==> config.mk <==
export PLATFORM = sky130hd
export DESIGN_NAME = bmg_device_flat
export DESIGN_NICKNAME = d
export VERILOG_FILES = /design/src/rtl/bmg_pkg.sv /design/src/rtl/bmg_link_if.sv /design/src/rtl/bmg_device.sv /design/src/rtl/bmg_divisor_rom.sv /design/src/flat_wrapper.sv
export SDC_FILE = /design/constraint.sdc
export NUM_CORES = 1
export LEC_CHECK = 0
export BUFFER_PORTS_ARGS = -buffer_cell sky130_fd_sc_hd__buf_2
export CORE_MARGIN = 10
export CORE_UTILIZATION = 50
export CTS_BUF_LIST = sky130_fd_sc_hd__clkbuf_8 sky130_fd_sc_hd__clkbuf_16
export DETAILED_ROUTE_END_ITERATION = 6
export HOLD_SLACK_MARGIN = 0.02
export PLACE_DENSITY = 0.65
export SLEW_MARGIN = 20
export SYNTH_ARGS = -nofsm -noshare
export SYNTH_HDL_FRONTEND = slang
export SYNTH_HIERARCHICAL = 1
export SYNTH_SLANG_ARGS = --single-unit
==> constraint.sdc <==
create_clock -name pclk -period 5.8 [get_ports pclk]
set_input_delay 0.58 -clock pclk [delete_from_list [all_inputs] [get_ports pclk]]
set_output_delay 0.58 -clock pclk [all_outputs]
set_load 0.01 [all_outputs]
==> src/rtl/bmg_pkg.sv <==
package bmg_pkg;
   // ----------------------------------------------------------------
   // link bytes and device register
   // ----------------------------------------------------------------
   localparam logic [7:0]  ADDR_WR        = 8'h78;
   localparam logic [7:0]  ADDR_RD        = 8'h79;
   localparam logic [7:0]  NOTE_REG       = 8'h09;
   localparam logic [7:0]  MELODY_OFFSET  = 8'h0A;
   localparam logic [7:0]  STOP_BYTE      = 8'hFF;
   localparam logic [7:0]  FREE_RESET     = 8'h0A;
   localparam logic [3:0]  FIFO_DEPTH     = 4'hA;
   localparam logic [3:0]  FIFO_LAST      = 4'h9;
   localparam logic [1:0]  NOTE_LAST_BYTE = 2'h3;
   localparam int          DIV_W          = 12;

   // note word layout: {scale id, tone_time, wait_time, pause_time}
   localparam int          SID_LSB        = 24;
   localparam int          TONE_LSB       = 16;
   localparam int          WAIT_LSB       = 8;
   localparam int          PAUSE_LSB      = 0;

   // ----------------------------------------------------------------
   // timing
   // ----------------------------------------------------------------
   localparam int          CLK_NS         = 5;
   localparam int          TICK_MS        = 4;
   localparam int          TICK_CYCLES    = (TICK_MS * 1000000) / CLK_NS;
   localparam int          US_NS          = 1000;
   localparam logic [7:0]  US_CYCLES      = 8'((US_NS + CLK_NS - 1) / CLK_NS);

   // ----------------------------------------------------------------
   // host controller registers
   // ----------------------------------------------------------------
   localparam logic [11:0] HOST_NOTE_OFF  = 12'h000;
   localparam logic [11:0] HOST_CTRL_OFF  = 12'h004;
   localparam logic [11:0] HOST_STAT_OFF  = 12'h008;
   localparam int          CTRL_STOP_BIT  = 0;
   localparam int          CTRL_READ_BIT  = 1;
   localparam int          STAT_BUSY_BIT  = 0;
   localparam int          STAT_FREE_LSB  = 8;
   localparam logic [2:0]  NOTE_FRAME_LEN = 3'h6;
   localparam logic [2:0]  STOP_FRAME_LEN = 3'h3;
   localparam logic [2:0]  READ_FRAME_LEN = 3'h1;

   // ----------------------------------------------------------------
   // state types
   // ----------------------------------------------------------------
   typedef enum logic [1:0] {BMG_HDR_ADDR, BMG_HDR_REG, BMG_HDR_DATA} bmg_hdr_t;
   typedef enum logic [1:0] {BMG_PL_IDLE, BMG_PL_WAIT, BMG_PL_TONE, BMG_PL_PAUSE} bmg_play_t;
   typedef enum logic [1:0] {BMG_H_IDLE, BMG_H_SEND, BMG_H_WAITRD, BMG_H_END} bmg_hst_t;
endpackage

==> src/rtl/bmg_link_if.sv <==
`timescale 1ns/1ps
// byte-level view of the serial link: frame spans start to stop
interface bmg_link_if;
   logic       frame;
   logic       byte_stb;
   logic [7:0] byte_data;
   logic       rd_stb;
   logic [7:0] rd_data;

   modport host_mp (output frame, output byte_stb, output byte_data,
                    input rd_stb, input rd_data);
   modport dev_mp  (input frame, input byte_stb, input byte_data,
                    output rd_stb, output rd_data);
endinterface

==> src/rtl/bmg_device.sv <==
`timescale 1ns/1ps
// Overview of operation
// - note is sid, tone, wait, pause bytes
// - timing bytes count 0..255 of 4 ms
// - note lasts wait time plus tone time plus pause time
// - pitches span octave 3 A to 8 G#
// - ids count semitones from 0 to 59
// - id selects fixed divisor from table
// - partial note at frame end is dropped
// - bytes dropped while note queue is full
// - queue holds exactly ten notes
// - read returns free slots, ten when empty
// - lone 0xFF stops play and flushes
// - host writes 0x78, 0x09, then notes
// - host reads free count via 0x79
module bmg_device
#(
   parameter int TICK_CYCLES = bmg_pkg::TICK_CYCLES
)
(
   input  logic             pclk,
   input  logic             presetn,
   bmg_link_if.dev_mp       link,
   output logic             buzz_out,
   output logic             playing
);
   import bmg_pkg::*;

   // ----------------------------------------------------------------
   // frame parser
   // ----------------------------------------------------------------
   bmg_hdr_t     hdr_reg;
   logic         frame_q_reg;
   logic         wr_mode_reg;
   logic         reg_sel_reg;
   logic         data_seen_reg;
   logic         ff_only_reg;
   logic [1:0]   nidx_reg;
   logic [23:0]  asm_reg;
   logic         rd_stb_reg;
   logic [7:0]   rd_data_reg;

   logic [31:0]  mem [0:9];
   logic [3:0]   wr_ptr_reg;
   logic [3:0]   rd_ptr_reg;
   logic [3:0]   count_reg;

   bmg_play_t    pl_reg;
   logic [31:0]  cur_reg;
   logic [7:0]   rem_reg;
   logic [19:0]  tick_cnt_reg;
   logic [7:0]   us_cnt_reg;
   logic [DIV_W-1:0] div_cnt_reg;
   logic         buzz_reg;
   logic         playing_reg;
   logic [DIV_W-1:0] div;

   wire          stb        = link.byte_stb;
   wire  [7:0]   bdat       = link.byte_data;
   wire          frame_end  = frame_q_reg & ~link.frame;
   wire          addr_byte  = stb & (hdr_reg == BMG_HDR_ADDR);
   wire          reg_byte   = stb & (hdr_reg == BMG_HDR_REG) & wr_mode_reg;
   wire          data_byte  = stb & (hdr_reg == BMG_HDR_DATA) & wr_mode_reg & reg_sel_reg;
   wire          note_done  = data_byte & (nidx_reg == NOTE_LAST_BYTE);
   wire          fifo_full  = (count_reg == FIFO_DEPTH);
   wire          push       = note_done & ~fifo_full;
   wire          flush      = frame_end & ff_only_reg;
   wire          pop        = (pl_reg == BMG_PL_IDLE) & (count_reg != 4'h0) & ~flush;
   wire  [7:0]   free_cnt   = {4'h0, FIFO_DEPTH - count_reg};
   wire  [31:0]  head       = mem[rd_ptr_reg[3:0]];
   wire          tick       = (tick_cnt_reg == 20'(TICK_CYCLES - 1));
   wire          rem_zero   = (rem_reg == 8'h00);
   wire          us_tick    = (us_cnt_reg == US_CYCLES - 8'h01);
   wire          tone_on    = (pl_reg == BMG_PL_TONE) & ~rem_zero;

   assign link.rd_stb  = rd_stb_reg;
   assign link.rd_data = rd_data_reg;
   assign buzz_out     = buzz_reg;
   assign playing      = playing_reg;

   always_ff @(posedge pclk or negedge presetn)
   begin
      if (!presetn)
      begin
         frame_q_reg   <= 1'b0;
         hdr_reg       <= BMG_HDR_ADDR;
         wr_mode_reg   <= 1'b0;
         reg_sel_reg   <= 1'b0;
      end
      else
      begin
         frame_q_reg <= link.frame;
         if (frame_end)
         begin
            hdr_reg     <= BMG_HDR_ADDR;
            wr_mode_reg <= 1'b0;
            reg_sel_reg <= 1'b0;
         end
         else if (addr_byte)
         begin
            hdr_reg     <= BMG_HDR_REG;
            wr_mode_reg <= (bdat == ADDR_WR);
         end
         else if (reg_byte)
         begin
            hdr_reg     <= BMG_HDR_DATA;
            reg_sel_reg <= (bdat == NOTE_REG);
         end
      end
   end

   // bytes gather into a note; the index is cleared by the frame's end
   always_ff @(posedge pclk or negedge presetn)
   begin
      if (!presetn)
      begin
         nidx_reg      <= 2'h0;
         asm_reg       <= 24'h000000;
         data_seen_reg <= 1'b0;
         ff_only_reg   <= 1'b0;
      end
      else if (frame_end)
      begin
         nidx_reg      <= 2'h0;
         data_seen_reg <= 1'b0;
         ff_only_reg   <= 1'b0;
      end
      else if (data_byte)
      begin
         nidx_reg      <= nidx_reg + 2'h1;
         asm_reg       <= {asm_reg[15:0], bdat};
         data_seen_reg <= 1'b1;
         ff_only_reg   <= ~data_seen_reg & (bdat == STOP_BYTE);
      end
   end

   always_ff @(posedge pclk or negedge presetn)
   begin
      if (!presetn)
      begin
         rd_stb_reg  <= 1'b0;
         rd_data_reg <= FREE_RESET;
      end
      else
      begin
         rd_stb_reg <= addr_byte & (bdat == ADDR_RD);
         if (addr_byte & (bdat == ADDR_RD))
            rd_data_reg <= free_cnt;
      end
   end

   // ----------------------------------------------------------------
   // note queue
   // ----------------------------------------------------------------
   always_ff @(posedge pclk)
   begin
      if (push)
         mem[wr_ptr_reg] <= {asm_reg, bdat};
   end

   always_ff @(posedge pclk or negedge presetn)
   begin
      if (!presetn)
      begin
         wr_ptr_reg <= 4'h0;
         rd_ptr_reg <= 4'h0;
         count_reg  <= 4'h0;
      end
      else if (flush)
      begin
         wr_ptr_reg <= 4'h0;
         rd_ptr_reg <= 4'h0;
         count_reg  <= 4'h0;
      end
      else
      begin
         if (push)
            wr_ptr_reg <= (wr_ptr_reg == FIFO_LAST) ? 4'h0 : wr_ptr_reg + 4'h1;
         if (pop)
            rd_ptr_reg <= (rd_ptr_reg == FIFO_LAST) ? 4'h0 : rd_ptr_reg + 4'h1;
         count_reg <= count_reg + {3'h0, push} - {3'h0, pop};
      end
   end

   // ----------------------------------------------------------------
   // player
   // ----------------------------------------------------------------
   bmg_divisor_rom u_rom
   (
      .sid (cur_reg[SID_LSB +: 8]),
      .div (div)
   );

   // tick phase restarts with each note so every duration is whole ticks
   always_ff @(posedge pclk or negedge presetn)
   begin
      if (!presetn)
         tick_cnt_reg <= 20'h00000;
      else if (pop || (pl_reg == BMG_PL_IDLE) || tick)
         tick_cnt_reg <= 20'h00000;
      else
         tick_cnt_reg <= tick_cnt_reg + 20'h00001;
   end

   always_ff @(posedge pclk or negedge presetn)
   begin
      if (!presetn)
      begin
         pl_reg      <= BMG_PL_IDLE;
         cur_reg     <= 32'h00000000;
         rem_reg     <= 8'h00;
         playing_reg <= 1'b0;
      end
      else
      begin
         playing_reg <= tone_on;
         if (flush)
            pl_reg <= BMG_PL_IDLE;
         else
         begin
            case (pl_reg)
               BMG_PL_IDLE:
                  if (pop)
                  begin
                     cur_reg <= head;
                     rem_reg <= head[WAIT_LSB +: 8];
                     pl_reg  <= BMG_PL_WAIT;
                  end
               BMG_PL_WAIT:
                  if (rem_zero)
                  begin
                     rem_reg <= cur_reg[TONE_LSB +: 8];
                     pl_reg  <= BMG_PL_TONE;
                  end
                  else if (tick)
                     rem_reg <= rem_reg - 8'h01;
               BMG_PL_TONE:
                  if (rem_zero)
                  begin
                     rem_reg <= cur_reg[PAUSE_LSB +: 8];
                     pl_reg  <= BMG_PL_PAUSE;
                  end
                  else if (tick)
                     rem_reg <= rem_reg - 8'h01;
               BMG_PL_PAUSE:
                  if (rem_zero)
                     pl_reg <= BMG_PL_IDLE;
                  else if (tick)
                     rem_reg <= rem_reg - 8'h01;
               default:
                  pl_reg <= BMG_PL_IDLE;
            endcase
         end
      end
   end

   // output toggles every div microseconds, idle low outside the tone
   always_ff @(posedge pclk or negedge presetn)
   begin
      if (!presetn)
      begin
         us_cnt_reg  <= 8'h00;
         div_cnt_reg <= 12'h000;
         buzz_reg    <= 1'b0;
      end
      else if (!tone_on || flush)
      begin
         us_cnt_reg  <= 8'h00;
         div_cnt_reg <= 12'h000;
         buzz_reg    <= 1'b0;
      end
      else
      begin
         us_cnt_reg <= us_tick ? 8'h00 : us_cnt_reg + 8'h01;
         if (us_tick && (div != 12'h000))
         begin
            if (div_cnt_reg == div - 12'h001)
            begin
               div_cnt_reg <= 12'h000;
               buzz_reg    <= ~buzz_reg;
            end
            else
               div_cnt_reg <= div_cnt_reg + 12'h001;
         end
      end
   end
endmodule

==> src/rtl/bmg_divisor_rom.sv <==
`timescale 1ns/1ps
// half period of the tone in microseconds; unknown ids give zero (silent)
module bmg_divisor_rom
(
   input  logic [7:0]                 sid,
   output logic [bmg_pkg::DIV_W-1:0]  div
);
   import bmg_pkg::*;

   always_comb
   begin
      case (sid)
         8'h00: div = 12'h8E1;
         8'h01: div = 12'h861;
         8'h02: div = 12'h7E9;
         8'h03: div = 12'h777;
         8'h04: div = 12'h70C;
         8'h05: div = 12'h6A7;
         8'h06: div = 12'h647;
         8'h07: div = 12'h5ED;
         8'h08: div = 12'h598;
         8'h09: div = 12'h547;
         8'h0A: div = 12'h4FC;
         8'h0B: div = 12'h4B4;
         8'h0C: div = 12'h470;
         8'h0D: div = 12'h431;
         8'h0E: div = 12'h3F4;
         8'h0F: div = 12'h3BC;
         8'h10: div = 12'h386;
         8'h11: div = 12'h353;
         8'h12: div = 12'h324;
         8'h13: div = 12'h2F6;
         8'h14: div = 12'h2CC;
         8'h15: div = 12'h2A4;
         8'h16: div = 12'h27E;
         8'h17: div = 12'h25A;
         8'h18: div = 12'h238;
         8'h19: div = 12'h218;
         8'h1A: div = 12'h1FA;
         8'h1B: div = 12'h1DE;
         8'h1C: div = 12'h1C3;
         8'h1D: div = 12'h1AA;
         8'h1E: div = 12'h192;
         8'h1F: div = 12'h17B;
         8'h20: div = 12'h166;
         8'h21: div = 12'h152;
         8'h22: div = 12'h13F;
         8'h23: div = 12'h12D;
         8'h24: div = 12'h11C;
         8'h25: div = 12'h10C;
         8'h26: div = 12'h0FD;
         8'h27: div = 12'h0EF;
         8'h28: div = 12'h0E1;
         8'h29: div = 12'h0D5;
         8'h2A: div = 12'h0C9;
         8'h2B: div = 12'h0BE;
         8'h2C: div = 12'h0B3;
         8'h2D: div = 12'h0A9;
         8'h2E: div = 12'h09F;
         8'h2F: div = 12'h096;
         8'h30: div = 12'h08E;
         8'h31: div = 12'h086;
         8'h32: div = 12'h07F;
         8'h33: div = 12'h077;
         8'h34: div = 12'h071;
         8'h35: div = 12'h06A;
         8'h36: div = 12'h064;
         8'h37: div = 12'h05F;
         8'h38: div = 12'h059;
         8'h39: div = 12'h054;
         8'h3A: div = 12'h050;
         8'h3B: div = 12'h04B;
         default: div = 12'h000;
      endcase
   end
endmodule

==> src/flat_wrapper.sv <==
// flat-port wrapper written by rule: the top's interface ports become plain ports
module bmg_device_flat import bmg_pkg::*;
#(
   parameter int TICK_CYCLES = bmg_pkg::TICK_CYCLES
)
  (pclk, presetn, buzz_out, playing, link_frame, link_byte_stb, link_byte_data, link_rd_stb, link_rd_data);
  bmg_link_if link_i ();
  input  logic pclk;
  input  logic presetn;
  output logic buzz_out;
  output logic playing;
  input wire logic [$bits(link_i.frame)-1:0] link_frame;
  input wire logic [$bits(link_i.byte_stb)-1:0] link_byte_stb;
  input wire logic [$bits(link_i.byte_data)-1:0] link_byte_data;
  output wire logic [$bits(link_i.rd_stb)-1:0] link_rd_stb;
  output wire logic [$bits(link_i.rd_data)-1:0] link_rd_data;
  assign link_i.frame = link_frame;
  assign link_i.byte_stb = link_byte_stb;
  assign link_i.byte_data = link_byte_data;
  assign link_rd_stb = link_i.rd_stb;
  assign link_rd_data = link_i.rd_data;
  bmg_device #(.TICK_CYCLES(TICK_CYCLES)) u_core (.pclk(pclk), .presetn(presetn), .link(link_i), .buzz_out(buzz_out), .playing(playing));
endmodule
==> summary.txt, run 1 <==
PostCTS Resize Cnt = 0
IO buf count = 18
Worst flop-to-flop path startpoint = u_core/cur_reg[24]$_DFFE_PN0P_
Placed instance count = 1,920
Post-synth EDFFs = 320
Final Critical Period = 4.849 ns
Grt ovf = 0
Layout cell share with drive strength beyond 1 = 19.92%
Post-CTS Setup Inserts = 0
Inserted Clock Buffers = 45
Post-DRT Antenna Nets = 0
Clock sink count = 446
Setup violators final = 0
Tightest Pin Transition = 0.9595 ns
Clock Latency Late Sink = 0.56 ns
DRT Wirelength = 44.06 mm
Io pins = 23
Vias/cell = 5.946
Router iterations before antenna repair = 5
CP peak stage delay = 0.67 ns
Max Freq = 206.2 MHz
Vias in the first global route = 11,940
Setup TNS = 0 ns
Final GP Congestion = 0.8446
Data required, critical path = 6.23 ns
Setup Crit Path Kind = reg -> reg
Nets = 1,496
Pins Over Slew Limit = 0
Hold Vio Cnt, Final = 0
H-tree levels = 2
Max_cap viols = 0
Power density cells = 287.6 nW/um^2
Synth warnings = 6
CP endpoint kind = flip-flop
Finished Cell Area = 22,030 sq um
Synth Area per Inst = 13.84 sq um
FF-to-FF setup slack = 0.95 ns
Initial detailed-routing violation count = 1,210
First-pass GRT wire length = 69.55 mm
CTS tree = done
CTS max path bufs = 3
CP max stage cell = or4b_2
Static Leak = 0.008191 uW
GRT Util Overall = 18.49%
Die width = 219.0 um
Vias = 11,920
Worst path cell trace = inv_1, ha_1, nand2b_1, o21ai_0, o21ai_0, o22ai_1, inv_1, ha_1, or4b_1, or4b_2, nand2_1, a31oi_1, nor4_1, nor3_1, a221o_1
CP max FO = 10
CTS hold repair buffers = 0
Drt wl/cell = 21.99 um
Commonest non-fill, non-tap cell in the layout = edfxtp_1
Synth-to-Final Area Change = 11.26%
Total power = 6336 uW
Layout Cells excl Fill = 2,004
Worst min-delay path category = in -> async
Cell count of the worst reg-to-reg path = 15
End of the worst register-to-register path = u_core/div_cnt_reg[10]$_DFFE_PN0P_
# DRC = 0
DPL Wire Length = 25.18 mm
Synth Cell Area = 19,800 sq um
CTS clock-pin slew for the worst setup and hold paths = 0.06 ns
Fin Clk Skew = 0.01430 ns
RSZ-0062 raised after global routing = no
Final Cycle Share = 83.61%
Chip height = 219.0 um
Root Driver = clkbuf_16
Outcome = finished clean
Initial core utilization = 50.87%
Peak supply drop = 0.3272 mV
Relative slew slack = 34.38%
ANT cells = 0
Area post-placement = 20,520 sq um
Setup crit start kind = flip-flop
Worst setup slack after layout = 0.9508 ns
Place WS = 1.038 ns
Largest net degree at the start of global routing = 82
Most frequent cells in the layout = 320 x edfxtp_1, 121 x dfrtp_1, 106 x mux2_2
Asr flop ratio synth = 28.25%
Sequential area share after synthesis = 64.47%
Synth cell types = 81
Data arrival, critical path = 5.28 ns
FF+latch count, synth = 446
Synth Instances = 1,431
Antenna violations before repair = 1
Number of flip-flops in the largest register = 320
Die ar. = 47,960 sq um
Core area = 38,920 sq um
Row count = 72
Synth Flop Type = edfxtp_1
==> critical path: cells and delay by family (launching register included) <==
kind	cells	cell delay (ns)
AO/OA/AOI/OAI	5	0.96
adder cells (fa/ha/maj)	2	0.74
buffers and inverters	2	0.37
AND/OR/NAND/NOR	6	2.13
flip-flops	1	0.54
==> cells in the mapped netlist (6+ instances only) <==
cell type    n  area [sq um]
dfrtp_1    124          3103
nand3_1     37         185.2
a21o_1       7         52.55
o211ai_1    10         75.07
ha_1        34         425.4
or3_1        7         43.79
nor2_1     104         390.4
clkbuf_1    45         168.9
buf_1       13         48.80
buf_4        7         52.55
mux2_2     106          1194
xor2_1      21         183.9
buf_2       12         60.06
o31ai_1     10         75.07
mux4_2      40         900.9
o21ai_0     63         315.3
or2_2        6         37.54
a22o_1      12         105.1
or4_1       10         75.07
xnor2_1     23         201.4
o22ai_1     27         168.9
mux2i_1     18         180.2
nor3_1      52         260.3
edfxtp_1   320          9609
nand4_1      7         43.79
nand2b_1    19         118.9
nor2b_1     11         68.82
a21oi_1     65         325.3
nand2_1     94         352.8
a31oi_1     10         62.56
and3_1      12         75.07
inv_1       23         86.33
==> area by class of cell <==
type	count	area, sq um
Fill cell	3112	16890
Sequential cell	446	12770
Multi-Input combinational cell	885	6689
Clock buffer	52	1234
Tap cell	518	648.1
Timing Repair Buffer	46	319.1
Clock inverter	32	272.8
Inverter	25	93.84
==> routing by layer <==
layer  wire [um]  up-vias  part of all wire, %  track usage, %
met2       21030      303                   48           30.04
met1       20210     6093                   46           26.00
met4         758        0                  1.7           4.413
met5           0        -                    0               0
met3        2064       71                  4.7           2.462
li1            -     5449                    -               -
==> how the worst max path moves through the flow <==
stage | startpoint | end | slack, ns | cells past startpoint
after floorplan | u_core/cur_reg[25]$_DFFE_PN0P_ | u_core/buzz_out$_DFFE_PN0P_ | 1.38 | 18
after global placement | u_core/cur_reg[24]$_DFFE_PN0P_ | u_core/div_cnt_reg[10]$_DFFE_PN0P_ | 1.05 | 15
after detailed placement | u_core/cur_reg[24]$_DFFE_PN0P_ | u_core/div_cnt_reg[10]$_DFFE_PN0P_ | 1.04 | 15
after CTS | u_core/cur_reg[24]$_DFFE_PN0P_ | u_core/div_cnt_reg[10]$_DFFE_PN0P_ | 1.01 | 15
after global routing | u_core/cur_reg[24]$_DFFE_PN0P_ | u_core/div_cnt_reg[10]$_DFFE_PN0P_ | 0.46 | 15
final | u_core/cur_reg[24]$_DFFE_PN0P_ | u_core/div_cnt_reg[10]$_DFFE_PN0P_ | 0.95 | 15
==> metrics by stage <==
| step | util, % | hold slack, ns |
|---|---|---|
| global route | 56.60 | 0.1288 |
| floorplan | - | 0.2844 |
| global placement | 52.72 | 0.4489 |
| finish | 56.60 | 0.1089 |
| detailed placement | 52.72 | 0.4470 |
| CTS | 56.59 | 0.1229 |
==> kinds of logic after synthesis <==
family                     Yosys count  synth area share [%]
other                                1               0.01894
xor gates and xnor gates            44                 1.946
and+or+nand+nor                    392                 9.719
muxes                              164                 11.49
AOI/OAI and AO/OA                  246                 7.906
buffers and inverters              103                 2.199
DFF                                446                 64.47
adders and majority gates           35                 2.250
==> report_power, final <==
part           internal [uW]  switching [uW]
Clock                   1700            1190
Combinational           6.14            36.4
Sequential              3400            1.86
(Power assumes the default switching activity.)
==> run 2: changes to the inputs <==
--- a/config.mk
+++ b/config.mk
@@ -5,6 +5,7 @@
 export SDC_FILE = /design/constraint.sdc
 export NUM_CORES = 1
 export LEC_CHECK = 0
+export ABC_AREA = 1
 export BUFFER_PORTS_ARGS = -buffer_cell sky130_fd_sc_hd__buf_2
 export CORE_MARGIN = 10
 export CORE_UTILIZATION = 50
==> constraint.sdc (replaced) <==
create_clock -name pclk -period 4.5 [get_ports pclk]
set_input_delay 0.45 -clock pclk [delete_from_list [all_inputs] [get_ports pclk]]
set_output_delay 0.45 -clock pclk [all_outputs]
set_load 0.01 [all_outputs]
==> run 2 against run 1 <==
Sequential share of layout area decreased by 0.63 points. Total power is 34% higher. Worst setup slack gained 0.089 ns. Largest power group unchanged. Highest routed layer unchanged.
==> summary.txt, run 2 <==
Clock sink count = 446 (unchanged)
Power density cells = 382.5 nW/um^2 (was 287.6 nW/um^2)
Antenna violations before repair = 0 (was 1)
CTS max path bufs = 3 (unchanged)
Inserted Clock Buffers = 46 (was 45)
Die width = 220.8 um (was 219.0 um)
Buf/Inv on CP = 3 (was 2)
Asr flop ratio synth = 28.25% (unchanged)
Outcome = finished clean (unchanged)
CP endpoint kind = flip-flop (unchanged)
Nets = 1,969 (was 1,496)
RSZ-0062 raised after global routing = no (unchanged)
H-tree levels = 2 (unchanged)
Max_cap viols = 0 (unchanged)
CP max stage cell = dfrtp_1 (was or4b_2)
Worst min-delay path category = in -> reg (was in -> async)
Setup crit start kind = flip-flop (unchanged)
Commonest non-fill, non-tap cell in the layout = nand2_1 (was edfxtp_1)
Synth Instances = 1,914 (was 1,431)
Drt wl/cell = 19.90 um (was 21.99 um)
Critical path origin = u_core/cur_reg[25]$_DFFE_PN0P_ (was u_core/cur_reg[24]$_DFFE_PN0P_)
Peak supply drop = 0.3240 mV (was 0.3272 mV)
Row count = 73 (was 72)
PostCTS Resize Cnt = 0 (unchanged)
Data required, critical path = 4.96 ns (was 6.23 ns)
Tightest Pin Transition = 1.045 ns (was 0.9595 ns)
End of the worst register-to-register path = u_core/buzz_out$_DFFE_PN0P_ (was u_core/div_cnt_reg[10]$_DFFE_PN0P_)
First-pass GRT wire length = 76.60 mm (was 69.55 mm)
Most used cell, CP = nand2_1
Synth cell count leaders = 362 x nand2_1, 320 x edfxtp_1, 238 x nor2_1, 195 x o21ai_0, 124 x dfrtp_1 (was 320 x edfxtp_1, 124 x dfrtp_1, 106 x mux2_2, 104 x nor2_1, 94 x nand2_1)
Synth cell types = 57 (was 81)
Setup TNS = 0 ns (unchanged)
FF-to-FF setup slack = 1.04 ns (was 0.95 ns)
Most common cell in the netlist = nand2_1 (was edfxtp_1)
Final Cycle Share = 76.89% (was 83.61%)
Synth Cell Area = 20,150 sq um (was 19,800 sq um)
Area post-placement = 20,710 sq um (was 20,520 sq um)
Final GP Congestion = 0.8985 (was 0.8446)
Cell family with most CP delay = simple AND/OR/NAND/NOR gates (unchanged)
Largest cells by area after synthesis = edfxtp_1 48%, dfrtp_1 15%, nand2_1 6.7%, o21ai_0 4.8%, nor2_1 4.4% (was edfxtp_1 49%, dfrtp_1 16%, mux2_2 6.0%, mux4_2 4.6%, ha_1 2.1%)
Worst path cell trace = inv_1, ha_1, nand2_1, nand2_1, nand2_1, a21oi_1, o21ai_0, inv_1, ha_1, inv_1, nand2_1, nand2_1, nor2_1, nand4_1, nor2_1, nand4_2, nand2_2, nand2_1, nand2_1, nand2_1 (was inv_1, ha_1, nand2b_1, o21ai_0, o21ai_0, o22ai_1, inv_1, ha_1, or4b_1, or4b_2, nand2_1, a31oi_1, nor4_1, nor3_1, a221o_1)
Layout cell share with drive strength beyond 1 = 9.541% (was 19.92%)
Synth Area per Inst = 10.53 sq um (was 13.84 sq um)
Placed instance count = 2,397 (was 1,920)
Post-synth EDFFs = 320 (unchanged)
Largest net degree at the start of global routing = 97 (was 82)
CTS hold repair buffers = 2 (was 0)
Final Critical Period = 3.460 ns (was 4.849 ns)
Chip height = 220.8 um (was 219.0 um)
Setup Crit Path Kind = reg -> reg (unchanged)
GRT Util Overall = 20.24% (was 18.49%)
Synth Flop Type = edfxtp_1 (unchanged)
Yosys top cell by area = edfxtp_1 (unchanged)
Pins Over Slew Limit = 0 (unchanged)
Top-area cell type share of the netlist area = 47.68% (was 48.53%)
Initial detailed-routing violation count = 1,334 (was 1,210)
Relative slew slack = 30.27% (was 34.38%)
WP depth = 20 (was 15)
Synth warnings = 6 (unchanged)
Worst flop-to-flop path startpoint = u_core/cur_reg[25]$_DFFE_PN0P_ (was u_core/cur_reg[24]$_DFFE_PN0P_)
Post-DRT Antenna Nets = 0 (unchanged)
Root Driver = clkbuf_16 (unchanged)
Cell count of the worst reg-to-reg path = 20 (was 15)
Total power = 8518 uW (was 6336 uW)
Fin Clk Skew = 0.03703 ns (was 0.01430 ns)
Setup violators final = 0 (unchanged)
CP max FO = 11 (was 10)
Router iterations before antenna repair = 5 (unchanged)
Hold_ws = 0.1530 ns (was 0.1089 ns)
Data arrival, critical path = 3.92 ns (was 5.28 ns)
Number of flip-flops in the largest register = 320 (unchanged)
Initial core utilization = 50.61% (was 50.87%)
CP peak stage delay = 0.55 ns (was 0.67 ns)
Layout Cells excl Fill = 2,486 (was 2,004)
Worst setup endpoint = u_core/buzz_out$_DFFE_PN0P_ (was u_core/div_cnt_reg[10]$_DFFE_PN0P_)
DPL Wire Length = 28.45 mm (was 25.18 mm)
Synth-to-Final Area Change = 10.50% (was 11.26%)
Vias in the first global route = 13,410 (was 11,940)
Max Freq = 289.0 MHz (was 206.2 MHz)
IO buf count = 18 (unchanged)
Die ar. = 48,740 sq um (was 47,960 sq um)
Most frequent cells in the layout = 362 x nand2_1, 320 x edfxtp_1, 228 x nor2_1 (was 320 x edfxtp_1, 121 x dfrtp_1, 106 x mux2_2)
Vias/cell = 5.654 (was 5.946)
Grt ovf = 0 (unchanged)
Io pins = 23 (unchanged)
Static Leak = 0.008175 uW (was 0.008191 uW)
FF+latch count, synth = 446 (unchanged)
Vias = 14,060 (was 11,920)
Core area = 39,820 sq um (was 38,920 sq um)
CTS clock-pin slew for the worst setup and hold paths = 0.06 ns (about the same)
Post-CTS Setup Inserts = 0 (unchanged)
Clock Latency Late Sink = 0.60 ns (was 0.56 ns)
Hold Vio Cnt, Final = 0 (unchanged)
Finished Cell Area = 22,270 sq um (was 22,030 sq um)
Sequential area share after synthesis = 63.34% (was 64.47%)
# DRC = 0 (unchanged)
DRT Wirelength = 49.47 mm (was 44.06 mm)
CTS tree = done (unchanged)
[run 2: worst min-delay path by stage]
stage	startpoint	end	depth (start not counted)
6_report	link_byte_stb	u_core/hdr_reg[0]$_DFFE_PN0P_	3
5_1_grt	link_byte_stb	u_core/hdr_reg[0]$_DFFE_PN0P_	3
3_3_place_gp	u_core/tick_cnt_reg[0]$_DFF_PN0_	u_core/tick_cnt_reg[0]$_DFF_PN0_	1
3_5_place_dp	u_core/us_cnt_reg[0]$_DFF_PN0_	u_core/us_cnt_reg[0]$_DFF_PN0_	1
2_1_floorplan	presetn	u_core/asm_reg[0]$_DFFE_PN0P_	0
4_1_cts	link_byte_stb	u_core/hdr_reg[0]$_DFFE_PN0P_	3
[run 2: cells by family after synthesis]
group	share of synthesized area [%]
fa+ha+maj	2.210
other cells	0.01861
xor+xnor	1.521
compound gates	11.51
flops	63.34
simple gates	16.28
buf+inv	5.122
[run 2: metrics by stage]
stage	util [%]	setup slack, ns
2_1_floorplan	-	0.0001319
3_3_place_gp	52.01	1.153
3_5_place_dp	52.01	1.018
4_1_cts	55.92	0.9990
5_1_grt	55.92	0.6467
6_report	55.92	1.040
[run 2: worst min-delay path, cell delays in order]
cell	delay, ns
buf_2	0.11
nand2_1	0.08
a21oi_1	0.06
[run 2: power breakdown]
group	leakage (uW)	switching [uW]	internal, uW	total (uW)
logic	0.00312	163	76.0	239
registers	0.00428	27.3	4440	4460
clock network	0.000778	1610	2210	3820
total	0.00818	1800	6720	8520
[run 2: final cells by class]
| type | count | area (sq um) |
|---|---|---|
| Antenna cell | 1 | 2.502 |
| Multi-Input combinational cell | 1245 | 6450 |
| Clock buffer | 51 | 1231 |
| Clock inverter | 35 | 304.0 |
| Timing Repair Buffer | 47 | 331.6 |
| Fill cell | 3433 | 17550 |
| Tap cell | 525 | 656.9 |
| Inverter | 136 | 523.0 |
| Sequential cell | 446 | 12770 |
[run 2: routing by layer]
layer  up-vias  routed length [um]  global-route usage, %
met1      6826               21390                  27.44
met4         0                1133                  5.826
met2       481               23540                  32.84
met3        80                3408                  3.701
li1       6668                   -                      -
met5         -                   0                      0
